===== src/osc_warmup_pkg.sv =====
// constants, field layouts and carriers for the oscillator/standby control unit
package osc_warmup_pkg;
   localparam logic [7:0] OSC_CTRL_OFFSET = 8'h04;
   localparam logic [7:0] LOW_POWER_MODE_SELECT_CTRL_OFFSET = 8'h08;
   // oscillator_control field positions
   localparam int OSC_START_BIT = 0;
   localparam int OSC_BUSY_BIT = 1;
   localparam int OSC_PLL_BIT = 2;
   localparam int OSC_SEL_BIT = 3;
   localparam int OSC_TIME_LSB = 4;
   localparam int OSC_HS_EN_BIT = 8;
   localparam int OSC_LS_EN_BIT = 9;
   localparam int OSC_SPARE_LSB = 12;
   // standby_control field positions
   localparam int LOW_POWER_MODE_SELECT_MODE_LSB = 0;
   localparam int LOW_POWER_MODE_SELECT_WAKE_HS_BIT = 8;
   localparam int LOW_POWER_MODE_SELECT_WAKE_LS_BIT = 9;
   localparam int LOW_POWER_MODE_SELECT_PIN_BIT = 16;
   localparam int LOW_POWER_MODE_SELECT_SPARE_BIT = 17;
   // low-power mode codes, then the warm-up time code for none
   localparam logic [2:0] MODE_STOP = 3'h1;
   localparam logic [2:0] MODE_SLEEP = 3'h2;
   localparam logic [2:0] MODE_IDLE = 3'h3;
   localparam logic [2:0] TIME_NONE = 3'h0;
   // warm-up length exponents
   localparam logic [4:0] HS_EXP_BASE = 5'h09;
   localparam logic [4:0] LS_EXP_SHORT_BASE = 5'h05;
   localparam logic [4:0] LS_EXP_LONG_BASE = 5'h0b;
   localparam logic [2:0] LS_LONG_FIRST = 3'h4;
   localparam int WARM_CNT_W = 19;

   typedef struct packed {
      logic [1:0] spare;
      logic lsEnable;
      logic hsEnable;
      logic [2:0] warmupTime;
      logic warmupSel;
      logic pllRun;
   } osc_ctrl_s;

   typedef struct packed {
      logic spare;
      logic pinDrive;
      logic wakeLs;
      logic wakeHs;
      logic [2:0] mode;
   } low_power_mode_select_ctrl_s;

   typedef struct packed {
      logic hsOscRun;
      logic lsOscRun;
      logic pllRun;
      logic cpuClkRun;
   } clk_enables_s;

   localparam osc_ctrl_s OSC_CTRL_RESET = '{spare: 2'h0, lsEnable: 1'b1,
      hsEnable: 1'b1, warmupTime: 3'h1, warmupSel: 1'b0, pllRun: 1'b0};
   localparam low_power_mode_select_ctrl_s LOW_POWER_MODE_SELECT_CTRL_RESET = '{spare: 1'b0, pinDrive: 1'b0,
      wakeLs: 1'b0, wakeHs: 1'b1, mode: 3'h3};
endpackage : osc_warmup_pkg


===== src/osc_warmup_standby_ctrl.sv =====
// oscillator enables, warm-up timer and standby mode control behind wishbone
// Functional notes
// - warm-up source select 0 counts high-speed input, 1 low-speed input.
// - warm-up timer counts only edges of the selected oscillator.
// - high-speed lengths: 000 none, 001..111 give 2^10..2^16 cycles.
// - low-speed lengths: 000 none, 2^6..2^8, then 2^15..2^18 cycles.
// - pll run bit 1 starts the PLL, 0 stops it.
// - pll run bit resets to 0; software sets it before PLL use.
// - read-only busy flag is 1 while warm-up counts, 0 when done.
// - writing 1 to warm-up start begins warm-up; writing 0 does nothing.
// - stop pin drive bit: 0 pins inactive in stop, 1 active; resets 0.
// - wake low-speed bit sets low-speed oscillator after stop; resets 0.
// - wake high-speed bit sets that oscillator after stop; resets 1.
// - mode 001 stop, 010 sleep, 011 idle, others reserved; resets 011.
// - wake from stop/sleep starts warm-up; cpu clock only after it ends.
// - PLL kept disabled while in stop or sleep mode.
//
// The register offsets and register access over Wishbone were chosen for this implementation.
`timescale 1ns/1ps
`default_nettype none
module osc_warmup_standby_ctrl (
   input wire logic sys_clk, // system clock, 100 MHz
   input wire logic rst_n, // asynchronous reset
   input wire logic wb_cyc_i, // bus cycle
   input wire logic wb_stb_i, // strobe
   input wire logic wb_we_i, // write
   input wire logic [7:0] wb_adr_i, // byte address
   input wire logic [3:0] wb_sel_i, // byte lanes
   input wire logic [31:0] wb_dat_i, // write data
   output logic [31:0] wb_dat_o, // read data
   output logic wb_ack_o, // acknowledge
   input wire logic hsOscClk, // high-speed crystal input
   input wire logic lsOscClk, // low-speed crystal input
   input wire logic standbyReq, // cpu asks to enter low power
   input wire logic wakeIrq, // wake-up interrupt
   output osc_warmup_pkg::clk_enables_s clkEnables, // oscillator/pll/cpu
   output logic pinsActive, // pin drivers enabled
   output logic warmupBusy // warm-up counting
);
   import osc_warmup_pkg::*;

   typedef enum logic [2:0] {
      ST_RUN, ST_IDLE, ST_SLEEP, ST_STOP, ST_WAKE
   } power_state_e;

   osc_ctrl_s osc, next_osc;
   low_power_mode_select_ctrl_s low_power_mode_select, next_low_power_mode_select;
   power_state_e state, next_state;
   logic busy, next_busy;
   logic [WARM_CNT_W-1:0] cnt, next_cnt;
   logic ack, next_ack;
   logic [31:0] rdata, next_rdata;
   logic [2:0] newTime;
   logic [1:0] oscIn;
   logic [1:0] oscEdge;
   logic srcEdge;
   logic [WARM_CNT_W-1:0] target;
   logic [31:0] wmask;
   logic [31:0] oscImage, stbyImage;
   logic [31:0] oscWr, stbyWr;
   logic wrStrobe, wrOsc, wrStby, startWrite, wakeStart, startCount;

   assign oscIn = {lsOscClk, hsOscClk};

   // oscillator inputs are async to sys_clk; the first flop feeds only the
   // second. edges are seen only while the crystal is slower than fsys/2.
   genvar g;
   generate
      for (g = 0; g < 2; g++) begin : g_osc_sync
         logic sync1, sync2, sync3;
         always_ff @(posedge sys_clk or negedge rst_n) begin
            if (!rst_n) begin
               sync1 <= 1'b0;
               sync2 <= 1'b0;
               sync3 <= 1'b0;
            end else begin
               sync1 <= oscIn[g];
               sync2 <= sync1;
               sync3 <= sync2;
            end
         end
         assign oscEdge[g] = sync2 & ~sync3;
         assign wmask[8*g +: 8] = {8{wb_sel_i[g]}};
         assign wmask[8*(g+2) +: 8] = {8{wb_sel_i[g+2]}};
      end
   endgenerate

   assign srcEdge = osc.warmupSel ? oscEdge[1] : oscEdge[0];

   // length in source cycles for the selected code and source
   always_comb begin
      target = '0;
      if (!osc.warmupSel) begin
         target[HS_EXP_BASE + 5'(osc.warmupTime)] = 1'b1;
      end else if (osc.warmupTime < LS_LONG_FIRST) begin
         target[LS_EXP_SHORT_BASE + 5'(osc.warmupTime)] = 1'b1;
      end else begin
         target[LS_EXP_LONG_BASE + 5'(osc.warmupTime)] = 1'b1;
      end
   end

   // register images; unused bits read as zero
   always_comb begin
      oscImage = '0;
      oscImage[OSC_BUSY_BIT] = busy;
      oscImage[OSC_PLL_BIT] = osc.pllRun;
      oscImage[OSC_SEL_BIT] = osc.warmupSel;
      oscImage[OSC_TIME_LSB +: 3] = osc.warmupTime;
      oscImage[OSC_HS_EN_BIT] = osc.hsEnable;
      oscImage[OSC_LS_EN_BIT] = osc.lsEnable;
      oscImage[OSC_SPARE_LSB +: 2] = osc.spare;
      stbyImage = '0;
      stbyImage[LOW_POWER_MODE_SELECT_MODE_LSB +: 3] = low_power_mode_select.mode;
      stbyImage[LOW_POWER_MODE_SELECT_WAKE_HS_BIT] = low_power_mode_select.wakeHs;
      stbyImage[LOW_POWER_MODE_SELECT_WAKE_LS_BIT] = low_power_mode_select.wakeLs;
      stbyImage[LOW_POWER_MODE_SELECT_PIN_BIT] = low_power_mode_select.pinDrive;
      stbyImage[LOW_POWER_MODE_SELECT_SPARE_BIT] = low_power_mode_select.spare;
   end

   assign oscWr = (oscImage & ~wmask) | (wb_dat_i & wmask);
   assign stbyWr = (stbyImage & ~wmask) | (wb_dat_i & wmask);
   // writes land on the edge where ack is high, as classic wishbone expects
   assign wrStrobe = wb_cyc_i & wb_stb_i & wb_we_i & ack;
   assign wrOsc = wrStrobe & (wb_adr_i == OSC_CTRL_OFFSET);
   assign wrStby = wrStrobe & (wb_adr_i == LOW_POWER_MODE_SELECT_CTRL_OFFSET);
   assign startWrite = wrOsc & wb_sel_i[0] & wb_dat_i[OSC_START_BIT];
   assign wakeStart = wakeIrq & ((state == ST_SLEEP) | (state == ST_STOP));
   assign startCount = startWrite | wakeStart;
   // a start written together with a new code must use the new code
   assign newTime = wrOsc ? oscWr[OSC_TIME_LSB +: 3] : osc.warmupTime;

   // bus answer: one wait state, ack one cycle, unmapped reads give zero
   always_comb begin
      next_ack = wb_cyc_i & wb_stb_i & ~ack;
      next_rdata = rdata;
      if (wb_cyc_i & wb_stb_i & ~ack) begin
         unique case (wb_adr_i)
            OSC_CTRL_OFFSET: next_rdata = oscImage;
            LOW_POWER_MODE_SELECT_CTRL_OFFSET: next_rdata = stbyImage;
            default: next_rdata = '0;
         endcase
      end
   end

   // software fields; stop release reloads the oscillator enables
   always_comb begin
      next_osc = osc;
      next_low_power_mode_select = low_power_mode_select;
      if (wrOsc) begin
         next_osc.pllRun = oscWr[OSC_PLL_BIT];
         next_osc.warmupSel = oscWr[OSC_SEL_BIT];
         next_osc.warmupTime = oscWr[OSC_TIME_LSB +: 3];
         next_osc.hsEnable = oscWr[OSC_HS_EN_BIT];
         next_osc.lsEnable = oscWr[OSC_LS_EN_BIT];
         next_osc.spare = oscWr[OSC_SPARE_LSB +: 2];
      end
      if (wrStby) begin
         next_low_power_mode_select.mode = stbyWr[LOW_POWER_MODE_SELECT_MODE_LSB +: 3];
         next_low_power_mode_select.wakeHs = stbyWr[LOW_POWER_MODE_SELECT_WAKE_HS_BIT];
         next_low_power_mode_select.wakeLs = stbyWr[LOW_POWER_MODE_SELECT_WAKE_LS_BIT];
         next_low_power_mode_select.pinDrive = stbyWr[LOW_POWER_MODE_SELECT_PIN_BIT];
         next_low_power_mode_select.spare = stbyWr[LOW_POWER_MODE_SELECT_SPARE_BIT];
      end
      if (wakeIrq && state == ST_STOP) begin
         next_osc.hsEnable = low_power_mode_select.wakeHs;
         next_osc.lsEnable = low_power_mode_select.wakeLs;
      end
   end

   // warm-up counter; a start in the same cycle as completion restarts it
   always_comb begin
      next_busy = busy;
      next_cnt = cnt;
      if (busy && srcEdge) begin
         next_cnt = cnt + 1'b1;
         if (cnt + 1'b1 == target) begin
            next_busy = 1'b0;
         end
      end
      if (startCount) begin
         next_cnt = '0;
         next_busy = (newTime != TIME_NONE);
      end
   end

   // power state; reserved mode codes make a standby request do nothing
   always_comb begin
      next_state = state;
      unique case (state)
         ST_RUN: begin
            if (standbyReq) begin
               unique case (low_power_mode_select.mode)
                  MODE_STOP: next_state = ST_STOP;
                  MODE_SLEEP: next_state = ST_SLEEP;
                  MODE_IDLE: next_state = ST_IDLE;
                  default: next_state = ST_RUN;
               endcase
            end
         end
         ST_IDLE: if (wakeIrq) next_state = ST_RUN;
         ST_SLEEP, ST_STOP: begin
            if (wakeIrq) begin
               next_state = (newTime == TIME_NONE) ? ST_RUN : ST_WAKE;
            end
         end
         ST_WAKE: if (!busy) next_state = ST_RUN;
      endcase
   end

   always_ff @(posedge sys_clk or negedge rst_n) begin
      if (!rst_n) begin
         osc <= OSC_CTRL_RESET;
         low_power_mode_select <= LOW_POWER_MODE_SELECT_CTRL_RESET;
         state <= ST_RUN;
         busy <= 1'b0;
         cnt <= '0;
         ack <= 1'b0;
         rdata <= '0;
      end else begin
         osc <= next_osc;
         low_power_mode_select <= next_low_power_mode_select;
         state <= next_state;
         busy <= next_busy;
         cnt <= next_cnt;
         ack <= next_ack;
         rdata <= next_rdata;
      end
   end

   // stop halts both crystals, sleep only the high-speed one
   always_comb begin
      clkEnables.hsOscRun = osc.hsEnable & (state != ST_STOP)
         & (state != ST_SLEEP);
      clkEnables.lsOscRun = osc.lsEnable & (state != ST_STOP);
      clkEnables.pllRun = osc.pllRun & (state != ST_STOP)
         & (state != ST_SLEEP);
      clkEnables.cpuClkRun = (state == ST_RUN);
      pinsActive = (state != ST_STOP) | low_power_mode_select.pinDrive;
   end

   assign warmupBusy = busy;
   assign wb_ack_o = ack;
   assign wb_dat_o = rdata;


   // checks on the block's own state, all sampled on sys_clk
   AST_ACK_PULSE: assert property (@(posedge sys_clk) disable iff (!rst_n)
      wb_ack_o |=> !wb_ack_o) else $error("ack held two cycles");
   AST_PLL_LOW_POWER: assert property (@(posedge sys_clk)
      disable iff (!rst_n)
      (state == ST_STOP || state == ST_SLEEP) |-> !clkEnables.pllRun)
      else $error("pll running in stop or sleep");
   AST_PLL_WRITE: assert property (@(posedge sys_clk)
      disable iff (!rst_n)
      (wrOsc && wb_sel_i[0]) |=>
      osc.pllRun == $past(wb_dat_i[OSC_PLL_BIT]))
      else $error("pll bit not taken from write");
   AST_START_BUSY: assert property (@(posedge sys_clk)
      disable iff (!rst_n)
      (startWrite && newTime != TIME_NONE) |=> busy && cnt == '0)
      else $error("start did not begin warm-up");
   AST_START_IGNORED: assert property (@(posedge sys_clk)
      disable iff (!rst_n)
      (wrOsc && !startWrite && !wakeStart && !busy) |=> !busy)
      else $error("write without start bit began warm-up");
   AST_TIME_NONE: assert property (@(posedge sys_clk)
      disable iff (!rst_n)
      (startCount && newTime == TIME_NONE) |=> !busy)
      else $error("code zero began warm-up");
   AST_COUNT_SOURCE: assert property (@(posedge sys_clk)
      disable iff (!rst_n)
      (busy && !srcEdge && !startCount) |=> $stable(cnt) && busy)
      else $error("warm-up count moved without source edge");
   AST_BUSY_DONE: assert property (@(posedge sys_clk)
      disable iff (!rst_n)
      (busy && srcEdge && !startCount && cnt == target - 1'b1) |=> !busy)
      else $error("busy not cleared at warm-up end");
   AST_WAKE_START: assert property (@(posedge sys_clk)
      disable iff (!rst_n)
      (wakeStart && newTime != TIME_NONE) |=> busy && state == ST_WAKE)
      else $error("wake did not begin warm-up");
   AST_WAKE_HOLD: assert property (@(posedge sys_clk)
      disable iff (!rst_n)
      (state == ST_WAKE) |-> !clkEnables.cpuClkRun ##1
      (state == ST_WAKE || state == ST_RUN))
      else $error("cpu clock given during warm-up");
   AST_STOP_RELEASE: assert property (@(posedge sys_clk)
      disable iff (!rst_n)
      (state == ST_STOP && wakeIrq) |=>
      osc.hsEnable == $past(low_power_mode_select.wakeHs) &&
      osc.lsEnable == $past(low_power_mode_select.wakeLs))
      else $error("oscillators not set from wake bits");
   AST_OSC_WRITE: assert property (@(posedge sys_clk)
      disable iff (!rst_n)
      (wrOsc && wb_sel_i[1] && !(state == ST_STOP && wakeIrq)) |=>
      osc.hsEnable == $past(wb_dat_i[OSC_HS_EN_BIT]) &&
      osc.lsEnable == $past(wb_dat_i[OSC_LS_EN_BIT]))
      else $error("oscillator enables not taken from write");
   AST_MODE_RESERVED: assert property (@(posedge sys_clk)
      disable iff (!rst_n)
      (state == ST_RUN && standbyReq &&
      (low_power_mode_select.mode == 3'h0 || low_power_mode_select.mode > 3'h3)) |=> state == ST_RUN)
      else $error("reserved mode entered low power");
   AST_PIN_DRIVE: assert property (@(posedge sys_clk)
      disable iff (!rst_n)
      (state == ST_STOP) |-> pinsActive == low_power_mode_select.pinDrive)
      else $error("pin drive wrong in stop");
endmodule : osc_warmup_standby_ctrl
`default_nettype wire


===== config.mk =====
export PLATFORM = sky130hd
export DESIGN_NAME = osc_warmup_standby_ctrl
export DESIGN_NICKNAME = d
export VERILOG_FILES = /design/src/osc_warmup_pkg.sv /design/src/osc_warmup_standby_ctrl.sv
export SDC_FILE = /design/constraint.sdc
export NUM_CORES = 1
export LEC_CHECK = 0
export BUFFER_PORTS_ARGS = -buffer_cell sky130_fd_sc_hd__buf_2
export CORE_UTILIZATION = 40
export CTS_CLUSTER_SIZE = 40
export DETAILED_ROUTE_END_ITERATION = 8
export SKIP_CTS_REPAIR_TIMING = 1
export SYNTH_ARGS = -nofsm -noshare
export SYNTH_HDL_FRONTEND = slang
export SYNTH_SLANG_ARGS = --single-unit

===== constraint.sdc =====
create_clock -name sys_clk -period 8.5 [get_ports sys_clk]
set_clock_uncertainty 0.05 [all_clocks]
set_input_delay 2.55 -clock sys_clk [delete_from_list [all_inputs] [get_ports sys_clk]]
set_output_delay 2.55 -clock sys_clk [all_outputs]
set_load 0.03 [all_outputs]

Word level (Yosys, flattened, before mapping)
Index checks and enable logic that the tools add are counted.
Widths: inputs -> output; s select.

storage, ports and cells
  register bits = 78
  bits of input ports = 53
  output and inout port bits = 39

cells by class
  add/sub/neg operators = 4
  order comparisons = 7
  eq/ne operators = 16
  muxes and demuxes = 25
  bitwise operators = 28
  reductions and logical operators = 14

operators with widths
  operator               number
  $mux 19                4
  $and 18x18->18         2
  $pmux 18 s2            1
  $add 19x1->19 const B  1
  $eq 19x19->1           1
  $mux 3                 6
  $not 18->18            1
  $or 18x18->18          1
  $and 1x1->1            16
  $demux 1 s5            3
  $and 14x14->14         1
  $or 14x14->14          1
  $eq 3x2->1 const B     4
  $lt 5x6->1 const B     2
  $pmux 3 s4             1
  $add 4x3->5 const A    2
  $ge 5x1->1 const B     2
  $eq 8x3->1 const B     1
  $eq 8x4->1 const B     1
  $ne 2x2->1 const B     4
  $mux 1                 7
  $mux 7                 1
  $eq 3x1->1 const B     2
  $logic_not 3->1        2
  other kinds (16)       27

Longest topological paths before layout
Gate-level depths: netlist of the first run.

  word-level depth = 11
  depth in mapped cells = 11
  gate-level depth less buffers = 9

Worst setup path after synthesis of the first run
OpenSTA, ideal clock, no wires.

  kind = input to register
  start = in wb_adr_i[7]
  end = reg state[2]
  setup time = 0.122 ns
  arrival time = 4.113 ns
  data required time = 8.328 ns
  path slack = 4.215 ns
  stages on the path = 6
  buffers on the path = 0
  cell sequence = nor4_2 -> and4b_2 -> nand3_4 -> mux2_4 -> or3_1 -> a32o_1

between the ends
  word-level cells in the longest chain between the ends = 7

RTL lines
  what                    RTL line                        source
  start: declaration      osc_warmup_standby_ctrl.sv:27   input wire logic [7:0] wb_adr_i,
  $eq 8x3->1              osc_warmup_standby_ctrl.sv:124  assign wrOsc = wrStrobe & (wb_adr_i == OSC_CTRL_OFFSET);
  $and 1x1->1             osc_warmup_standby_ctrl.sv:124
  $mux 3                  osc_warmup_standby_ctrl.sv:130  assign newTime = wrOsc ? oscWr[OSC_TIME_LSB +: 3] : osc.warmupTime;
  $logic_not 3->1         osc_warmup_standby_ctrl.sv:203  next_state = (newTime == TIME_NONE) ? ST_RUN : ST_WAKE;
  $mux 3                  osc_warmup_standby_ctrl.sv:203
  $mux 3                  osc_warmup_standby_ctrl.sv:202  if (wakeIrq) begin
  $pmux 3 s4              osc_warmup_standby_ctrl.sv:189  unique case (state)
  end signal: assignment  osc_warmup_standby_ctrl.sv:222  state <= next_state;
  end: declaration        osc_warmup_standby_ctrl.sv:48   power_state_e state, next_state;

No other way between the ends. The select of a mux whose other input is x is not followed.
A chain may end at the register's enable or synchronous reset.

Final worst setup path of the first run
  start = in wb_adr_i[7]
  end = reg busy (netlist: warmupBusy)

between the ends
  word-level cells in the longest chain between the ends = 7

RTL lines
  what                                RTL line                        source
  $eq 8x3->1 *                        osc_warmup_standby_ctrl.sv:124
  $and 1x1->1 *                       osc_warmup_standby_ctrl.sv:124
  $and 1x1->1 (2 in series)           osc_warmup_standby_ctrl.sv:126  assign startWrite = wrOsc & wb_sel_i[0] & wb_dat_i[OSC_START_BIT];
  $or 1x1->1                          osc_warmup_standby_ctrl.sv:128  assign startCount = startWrite | wakeStart;
  $reduce_bool 2->1 (no source line)  --
  $reduce_and 2->1 (no source line)   --
  end signal: assignment              osc_warmup_standby_ctrl.sv:223  busy <= next_busy;
  end: declaration                    osc_warmup_standby_ctrl.sv:49   logic busy, next_busy;

Mark *: on every way between the ends. The rest lies on a longest branch, timed or not.

==> results of run 1 <==
-- how the worst min path moves through the flow --
stage                                        startpoint                            end  slack (ps)  depth (start not counted)
after floorplan           g_osc_sync[0].sync1$_DFF_PN0_  g_osc_sync[0].sync2$_DFF_PN0_         280                          0
after global placement    g_osc_sync[0].sync1$_DFF_PN0_  g_osc_sync[0].sync2$_DFF_PN0_         280                          0
after detailed placement  g_osc_sync[1].sync1$_DFF_PN0_  g_osc_sync[1].sync2$_DFF_PN0_         290                          0
after CTS                 g_osc_sync[1].sync1$_DFF_PN0_  g_osc_sync[1].sync2$_DFF_PN0_         300                          0
after global routing      g_osc_sync[1].sync1$_DFF_PN0_  g_osc_sync[1].sync2$_DFF_PN0_         300                          0
final                     g_osc_sync[1].sync1$_DFF_PN0_  g_osc_sync[1].sync2$_DFF_PN0_         300                          0
-- through the flow --
stage / total power, W / std cells / instance area (sq um) / hold WS, ps
2_1_floorplan: 0.000388 / 419 / 3730 / 281
3_3_place_gp: 0.000408 / 542 / 3910 / 283
3_5_place_dp: 0.000410 / 542 / 3910 / 287
4_1_cts: 0.000671 / 558 / 4100 / 299
5_1_grt: 0.000695 / 558 / 4100 / 304
6_report: 0.000665 / 558 / 4100 / 298
-- power groups by stage --
| stage | combinational (W) | clock [W] | sequential, W |
|---|---|---|---|
| after floorplan | 0.0000706 | 0 | 0.000317 |
| after global placement | 0.0000897 | 0 | 0.000318 |
| after detailed placement | 0.0000913 | 0 | 0.000318 |
| after CTS | 0.0000916 | 0.000266 | 0.000313 |
| after global routing | 0.000101 | 0.000278 | 0.000316 |
| final | 0.0000907 | 0.000260 | 0.000314 |
-- worst register-to-register path, delay by kind of cell, from the launching register on --
kind	cells	cell delay, ps
flops	1	700
fa+ha+maj	1	290
compound gates	4	710
simple gates	4	1260
-- metal layers --
metal | up-vias | global-route usage (%) | routed length (um)
li1 | 1465 | - | -
met1 | 1421 | 23.9 | 3910
met2 | 75 | 29.6 | 3940
met3 | 8 | 5.54 | 371
met4 | 0 | 5.71 | 106
met5 | - | 0 | 0
-- layout make-up --
class	count	area share, %
Clock buffer	10	3.11
Timing Repair Buffer	53	6.53
Clock inverter	6	1.59
Tap cell	108	3.30
Inverter	9	0.824
Sequential cell	59	36.2
Multi-Input combinational cell	313	48.4
-- logic make-up after synthesis --
kind of cell / Yosys count
xor gates and xnor gates: 36
other: 1
muxes: 18
DFF: 59
AOI/OAI and AO/OA: 54
buffers and inverters: 47
and+or+nand+nor: 182
adders and majority gates: 4
-- placed cells by master, fill, tap and decap left out, types with 2 or more instances in the layout --
cell type	count
dfrtp_1	53
buf_2	52
nand2_1	46
nor2_1	38
nand3_1	26
xnor2_1	21
conb_1	19
xor2_1	15
a21oi_1	13
mux2_2	12
or3_1	10
inv_1	9
nor3_1	9
o21ai_0	9
clkbuf_8	9
nand4_1	7
nor2b_1	6
and3_1	6
dfstp_2	6
and2_1	5
nor4_1	4
a221oi_1	4
ha_1	4
nand3b_1	3
mux2i_1	3
nand2b_1	3
a31oi_1	3
nor4bb_1	3
mux2_4	2
a32o_1	2
o31a_1	2
a32oi_1	2
o211ai_1	2
a311oi_1	2
o2111ai_1	2
a211oi_1	2
nand4b_1	2
clkinv_2	2
-- cell usage after synthesis, drive strengths merged, types with 7 or more instances --
library cell  count  area, sq um
nand4             7         43.8
nor2             38          143
nand2            46          173
xnor2            21          184
mux2             15          176
clkbuf           12         45.0
o21ai             9         45.0
xor2             15          131
nor3              9         45.0
nand3            28          158
buf              26          184
inv               9         33.8
a21oi            14         73.8
dfrtp            53         1330
or3              10         62.6
==> flow_metrics.py, run 1 <==
metrics = {
    "run_status": {
        "status": "finished, violations left",
        "failed_checks": "DRC",
    },
    "grt": {
        "total_routing_usage_gr_pct": 18.4,
        "grt_max_degree": 60,
        "grt_first_pass_wirelength_um": 14000,
        "grt.overflow.total": 0,
        "first_global_vias": 2826,
        "antenna_found_initial": 0,
    },
    "drt": {
        "dr.first_iter.drc_count": 195,
        "drt-wirelength-per-cell_um": 14.9,
        "dr_total_vias": 2969,
        "drc_errors": 4,
        "detail_route.vias_per_cell": 5.32,
        "drt_first_pass_iters": 6,
        "route.antenna.remaining_nets": 0,
        "postRouteWirelength_um": 8330,
    },
    "synth": {
        "fraction_of_synthesis_flops_using_an_asynchronous_set_or_reset_pin_pct": 100,
        "yosysWarnings": 0,
        "synth_top_family_by_area": "simple AND/OR/NAND/NOR gates",
        "synth_cell_types": 66,
        "post_synth_and_or_nand_nor_area_fraction_pct": 26.3,
        "synth-seq-cells": 59,
        "netlist_area_sq_um": 3660,
        "yosys.area_share.xor_xnor_pct": 8.60,
        "synthesis.instances": 401,
        "synth_mux_area_share_pct": 5.63,
        "area_share_of_fa_ha_maj_cells_after_synthesis_pct": 1.37,
        "fraction_of_the_yosys_area_taken_by_sequential_cells_pct": 40.5,
        "number_of_synthesized_flops_with_an_enable_pin": 0,
        "primary_flip_flop_cell_chosen_by_synthesis_mapping": "dfrtp_1",
        "syn-mean-instance-area_sq_um": 9.14,
        "synth-compound-area-share_pct": 10.4,
    },
    "final_layout": {
        "multiInputGateArea_sq_um": 1990,
        "synthToLayoutAreaGrowth_pct": 11.8,
        "nNetsFinal": 502,
        "fillerInstances": 873,
        "finish.utilization_pct": 46.5,
        "antenna_cells_inserted": 0,
        "final_layout_size_suffix_gt1_share_pct": 21.8,
        "ff_latch_area_sq_um": 1480,
    },
    "clock_network": {
        "cts_sinks": 59,
        "clk_pin_slew_ps": 70,
        "cts_tree": "yes",
        "ctsLongestPathBuffers": 2,
        "latest_clock_arrival_within_the_worst_skew_pair_ps": 340,
        "cts_made_buffers": 9,
        "cts_root_buffer": "clkbuf_8",
        "cts_htree_levels": 3,
    },
    "sta": {
        "timing.slew.headroom_pct": 45.6,
        "fin_crit_sh_pct": 51.1,
        "fmax_mhz": 230,
        "hold_viol": 0,
        "min_period_ps": 4340,
        "fin_tns_setup_ps": 0,
        "setup_viols_final": 0,
        "worstMarginPinSlew_ps": 817,
        "unrepaired_setup_endpoints_after_global_routing": "no",
        "report.final.slew_viol_count": 0,
        "setup_ws_ps": 4160,
    },
    "worst_setup_path": {
        "worstPathArrival_ps": 4560,
        "levels_on_crit_path": 7,
        "setup.reg_to_reg.worst_slack_ps": 5390,
        "setup.worst_path.end": "warmupBusy$_DFFE_PN0P_",
        "critPathLaunch": "wb_adr_i[7]",
        "critical-path-top-delay-family": "simple AND/OR/NAND/NOR gates",
        "timing.critical_path.required_ps": 8720,
        "reg2regPathDepth": 9,
        "r2r-end": "warmupBusy$_DFFE_PN0P_",
        "worstPathCellList": "buf_2 > nor4_2 > and4b_2 > a41o_1 > nand4b_1 > nor4_1 > a21oi_1",
        "setup.worst_path.end_class": "flop",
        "critPathMaxFanout": 21,
        "worst_path_largest_cell_delay_ps": 770,
        "critical-path-slowest-cell": "a41o_1",
        "cp.buffers_inverters": 1,
        "start_kind": "input port",
        "regToRegStartpoint": "osc[3]$_DFFE_PN0P_",
        "setup.worst_path.class": "in2reg",
    },
    "place": {
        "numPortBuffers": 52,
        "place.detailed.hpwl_um": 5920,
        "post-place-ws_ps": 3760,
        "global_placer_s_final_weighted_congestion": 0.815,
    },
    "floorplan": {
        "die_height_um": 97.7,
        "floorplan.core_area_sq_um": 8810,
        "die_area_sq_um": 9550,
        "die_width_um": 97.7,
        "pin_count": 92,
        "rows": 34,
        "initial_utilization_pct": 41.6,
    },
    "power_and_ir_drop": {
        "sequential_share_of_power_pct": 47.2,
        "pwr-share-clk_pct": 39.1,
        "switching_share_pct": 30.2,
        "peakVddDrop_mv": 0.105,
        "combinationalPowerShare_pct": 13.7,
        "power_per_cell_area_nw_per_um2": 162,
        "p_sw_w": 0.000201,
        "intPower_w": 0.000464,
        "cellLeakagePower_nw": 1.84,
    },
    "worst_hold_path": {
        "hold_class": "reg2reg",
    },
    "job": {
        "max_cap_violations": 0,
    },
}
Note: power is estimated with default switching activity, not from simulation.
==> run 2: changes to the inputs <==
- clock period: 8.5 -> 4.4 ns (I/O delays scaled with it)
==> flow_metrics.py, run 2 (same netlist as run 1, synthesis figures left out) <==
metrics = {
    "run_status": {
        "status": "finished, violations left",
        "failed_checks": "DRC",
    },
    "power_and_ir_drop": {
        "peakVddDrop_mv": 0.196,
        "switching_share_pct": 29.9,
        "cellLeakagePower_nw": 1.84,
        "p_sw_w": 0.000369,
        "power_per_cell_area_nw_per_um2": 302,
        "pwr-share-clk_pct": 36.7,
        "design_power_total_w": 0.00124,
        "combinationalPowerShare_pct": 14.2,
        "intPower_w": 0.000867,
        "sequential_share_of_power_pct": 49.0,
    },
    "drt": {
        "met3_wirelength_um": 441,
        "detail_route.vias_per_cell": 5.35,
        "dr_total_vias": 2993,
        "drt_first_pass_iters": 6,
        "route.antenna.remaining_nets": 0,
        "routed_length_on_met1_um": 3790,
        "postRouteWirelength_um": 8410,
        "met2_wirelength_um": 4050,
        "drt-wirelength-per-cell_um": 15.0,
        "dr.first_iter.drc_count": 121,
        "drc_errors": 4,
        "top_signal_layer_used": "met4",
    },
    "final_layout": {
        "nNetsFinal": 503,
        "most-common-layout-cells": "dfrtp_1 (53), buf_2 (52), nand2_1 (46)",
        "synthToLayoutAreaGrowth_pct": 11.7,
        "final_layout_size_suffix_gt1_share_pct": 22.0,
        "finish.cell_count_without_fillers": 559,
        "antenna_cells_inserted": 0,
        "layout.cells.most_common": "dfrtp_1",
        "design_area_sq_um": 4090,
    },
    "place": {
        "placed_area_sq_um": 3910,
        "post-place-ws_ps": 916,
        "placed_cells_incl_taps": 543,
        "place.detailed.hpwl_um": 6130,
        "numPortBuffers": 52,
        "global_placer_s_final_weighted_congestion": 0.809,
    },
    "worst_setup_path": {
        "r2r-end": "warmupBusy$_DFFE_PN0P_",
        "critPathMaxFanout": 20,
        "worstPathArrival_ps": 3320,
        "timing.critical_path.required_ps": 4570,
        "regToRegStartpoint": "osc[3]$_DFFE_PN0P_",
        "setup.worst_path.class": "reg2reg",
        "reg2regPathDepth": 9,
        "setup.reg_to_reg.worst_slack_ps": 1250,
        "start_kind": "flop",
        "setup.worst_path.end_class": "flop",
    },
    "sta": {
        "unrepaired_setup_endpoints_after_global_routing": "no",
        "setup_viols_final": 0,
        "fmax_mhz": 318,
        "fin_tns_setup_ps": 0,
        "timing.slew.headroom_pct": 41.6,
        "report.final.slew_viol_count": 0,
        "min_period_ps": 3150,
        "setup_ws_ps": 1250,
        "worstMarginPinSlew_ps": 876,
        "fin_crit_sh_pct": 71.6,
        "hold_viol": 0,
    },
    "worst_hold_path": {
        "worst_hold_path.num_cells": 0,
        "holdCritStartpoint": "g_osc_sync[0].sync1$_DFF_PN0_",
        "hold_end": "g_osc_sync[0].sync2$_DFF_PN0_",
        "hold_class": "reg2reg",
    },
    "grt": {
        "grt_first_pass_wirelength_um": 14400,
        "first_global_vias": 2919,
        "total_routing_usage_gr_pct": 18.9,
        "antenna_found_initial": 0,
        "grt.overflow.total": 0,
        "grt_max_degree": 39,
    },
    "clock_network": {
        "cts_root_buffer": "clkbuf_8",
        "cts_tree": "yes",
        "ctsLongestPathBuffers": 2,
        "latest_clock_arrival_within_the_worst_skew_pair_ps": 340,
        "cts_htree_levels": 3,
        "cts_made_buffers": 9,
        "clk_pin_slew_ps": 70,
        "cts_sinks": 59,
    },
    "floorplan": {
        "floorplan.core_area_sq_um": 8810,
        "die_height_um": 97.7,
        "rows": 34,
        "pin_count": 92,
        "die_width_um": 97.7,
        "die_area_sq_um": 9550,
        "initial_utilization_pct": 41.6,
    },
    "job": {
        "max_cap_violations": 0,
    },
}
run 2: changes by cell type in the layout (fill, tap and decap cells not counted), sizes merged:
cell,delta
buf,+1
clkinv,-1
bufinv,-1
clkbuf,+2
inv,-1
clkinvlp,+1
run 2: layout make-up:
class                           count  area, sq um
Timing Repair Buffer               54          275
Clock inverter                      4         25.0
Multi-Input combinational cell    313         1990
Tap cell                          108          135
Clock buffer                       12          155
Sequential cell                    59         1480
Inverter                            9         33.8
Fill cell                         855         4710
run 2: how the worst max path moves through the flow:
stage,from,endpoint,slack [ps],cells after the start
6_report,osc[3]$_DFFE_PN0P_,warmupBusy$_DFFE_PN0P_,1250,9
5_1_grt,osc[3]$_DFFE_PN0P_,warmupBusy$_DFFE_PN0P_,1020,9
4_1_cts,wb_adr_i[7],warmupBusy$_DFFE_PN0P_,1270,8
3_5_place_dp,wb_adr_i[7],warmupBusy$_DFFE_PN0P_,920,8
3_3_place_gp,wb_adr_i[7],state[2]$_DFFE_PN0P_,960,7
2_1_floorplan,wb_adr_i[7],state[2]$_DFFE_PN0P_,1350,6
run 2: per-stage QoR:
stage,utilization (%),hold slack [ps]
after global placement,44.4,283
after detailed placement,44.4,286
after CTS,46.5,299
after global routing,46.5,302
after floorplan,-,281
final,46.5,297
run 2: worst max-delay path, cell delays in order, from the launching register on:
cell and delay (ps):
dfrtp_1 680, and2_1 270, ha_1 290, nor3_1 420, nand3_1 230, a311oi_1 360, o21a_1 180, o2111ai_1 120
nor4_1 300, a21oi_1 110
run 2: metal layers:
metal	GRT usage [%]	vias up
met2	31.3	83
met1	23.7	1434
li1	-	1463
met5	0	-
met3	5.25	13
met4	6.29	0
run 2: power by group through the flow:
stage / logic (W) / registers [W] / clock network (W)
5_1_grt: 0.000197 / 0.000611 / 0.000494
2_1_floorplan: 0.000136 / 0.000612 / 0
6_report: 0.000176 / 0.000606 / 0.000454
4_1_cts: 0.000178 / 0.000606 / 0.000471
3_3_place_gp: 0.000174 / 0.000615 / 0
3_5_place_dp: 0.000177 / 0.000615 / 0
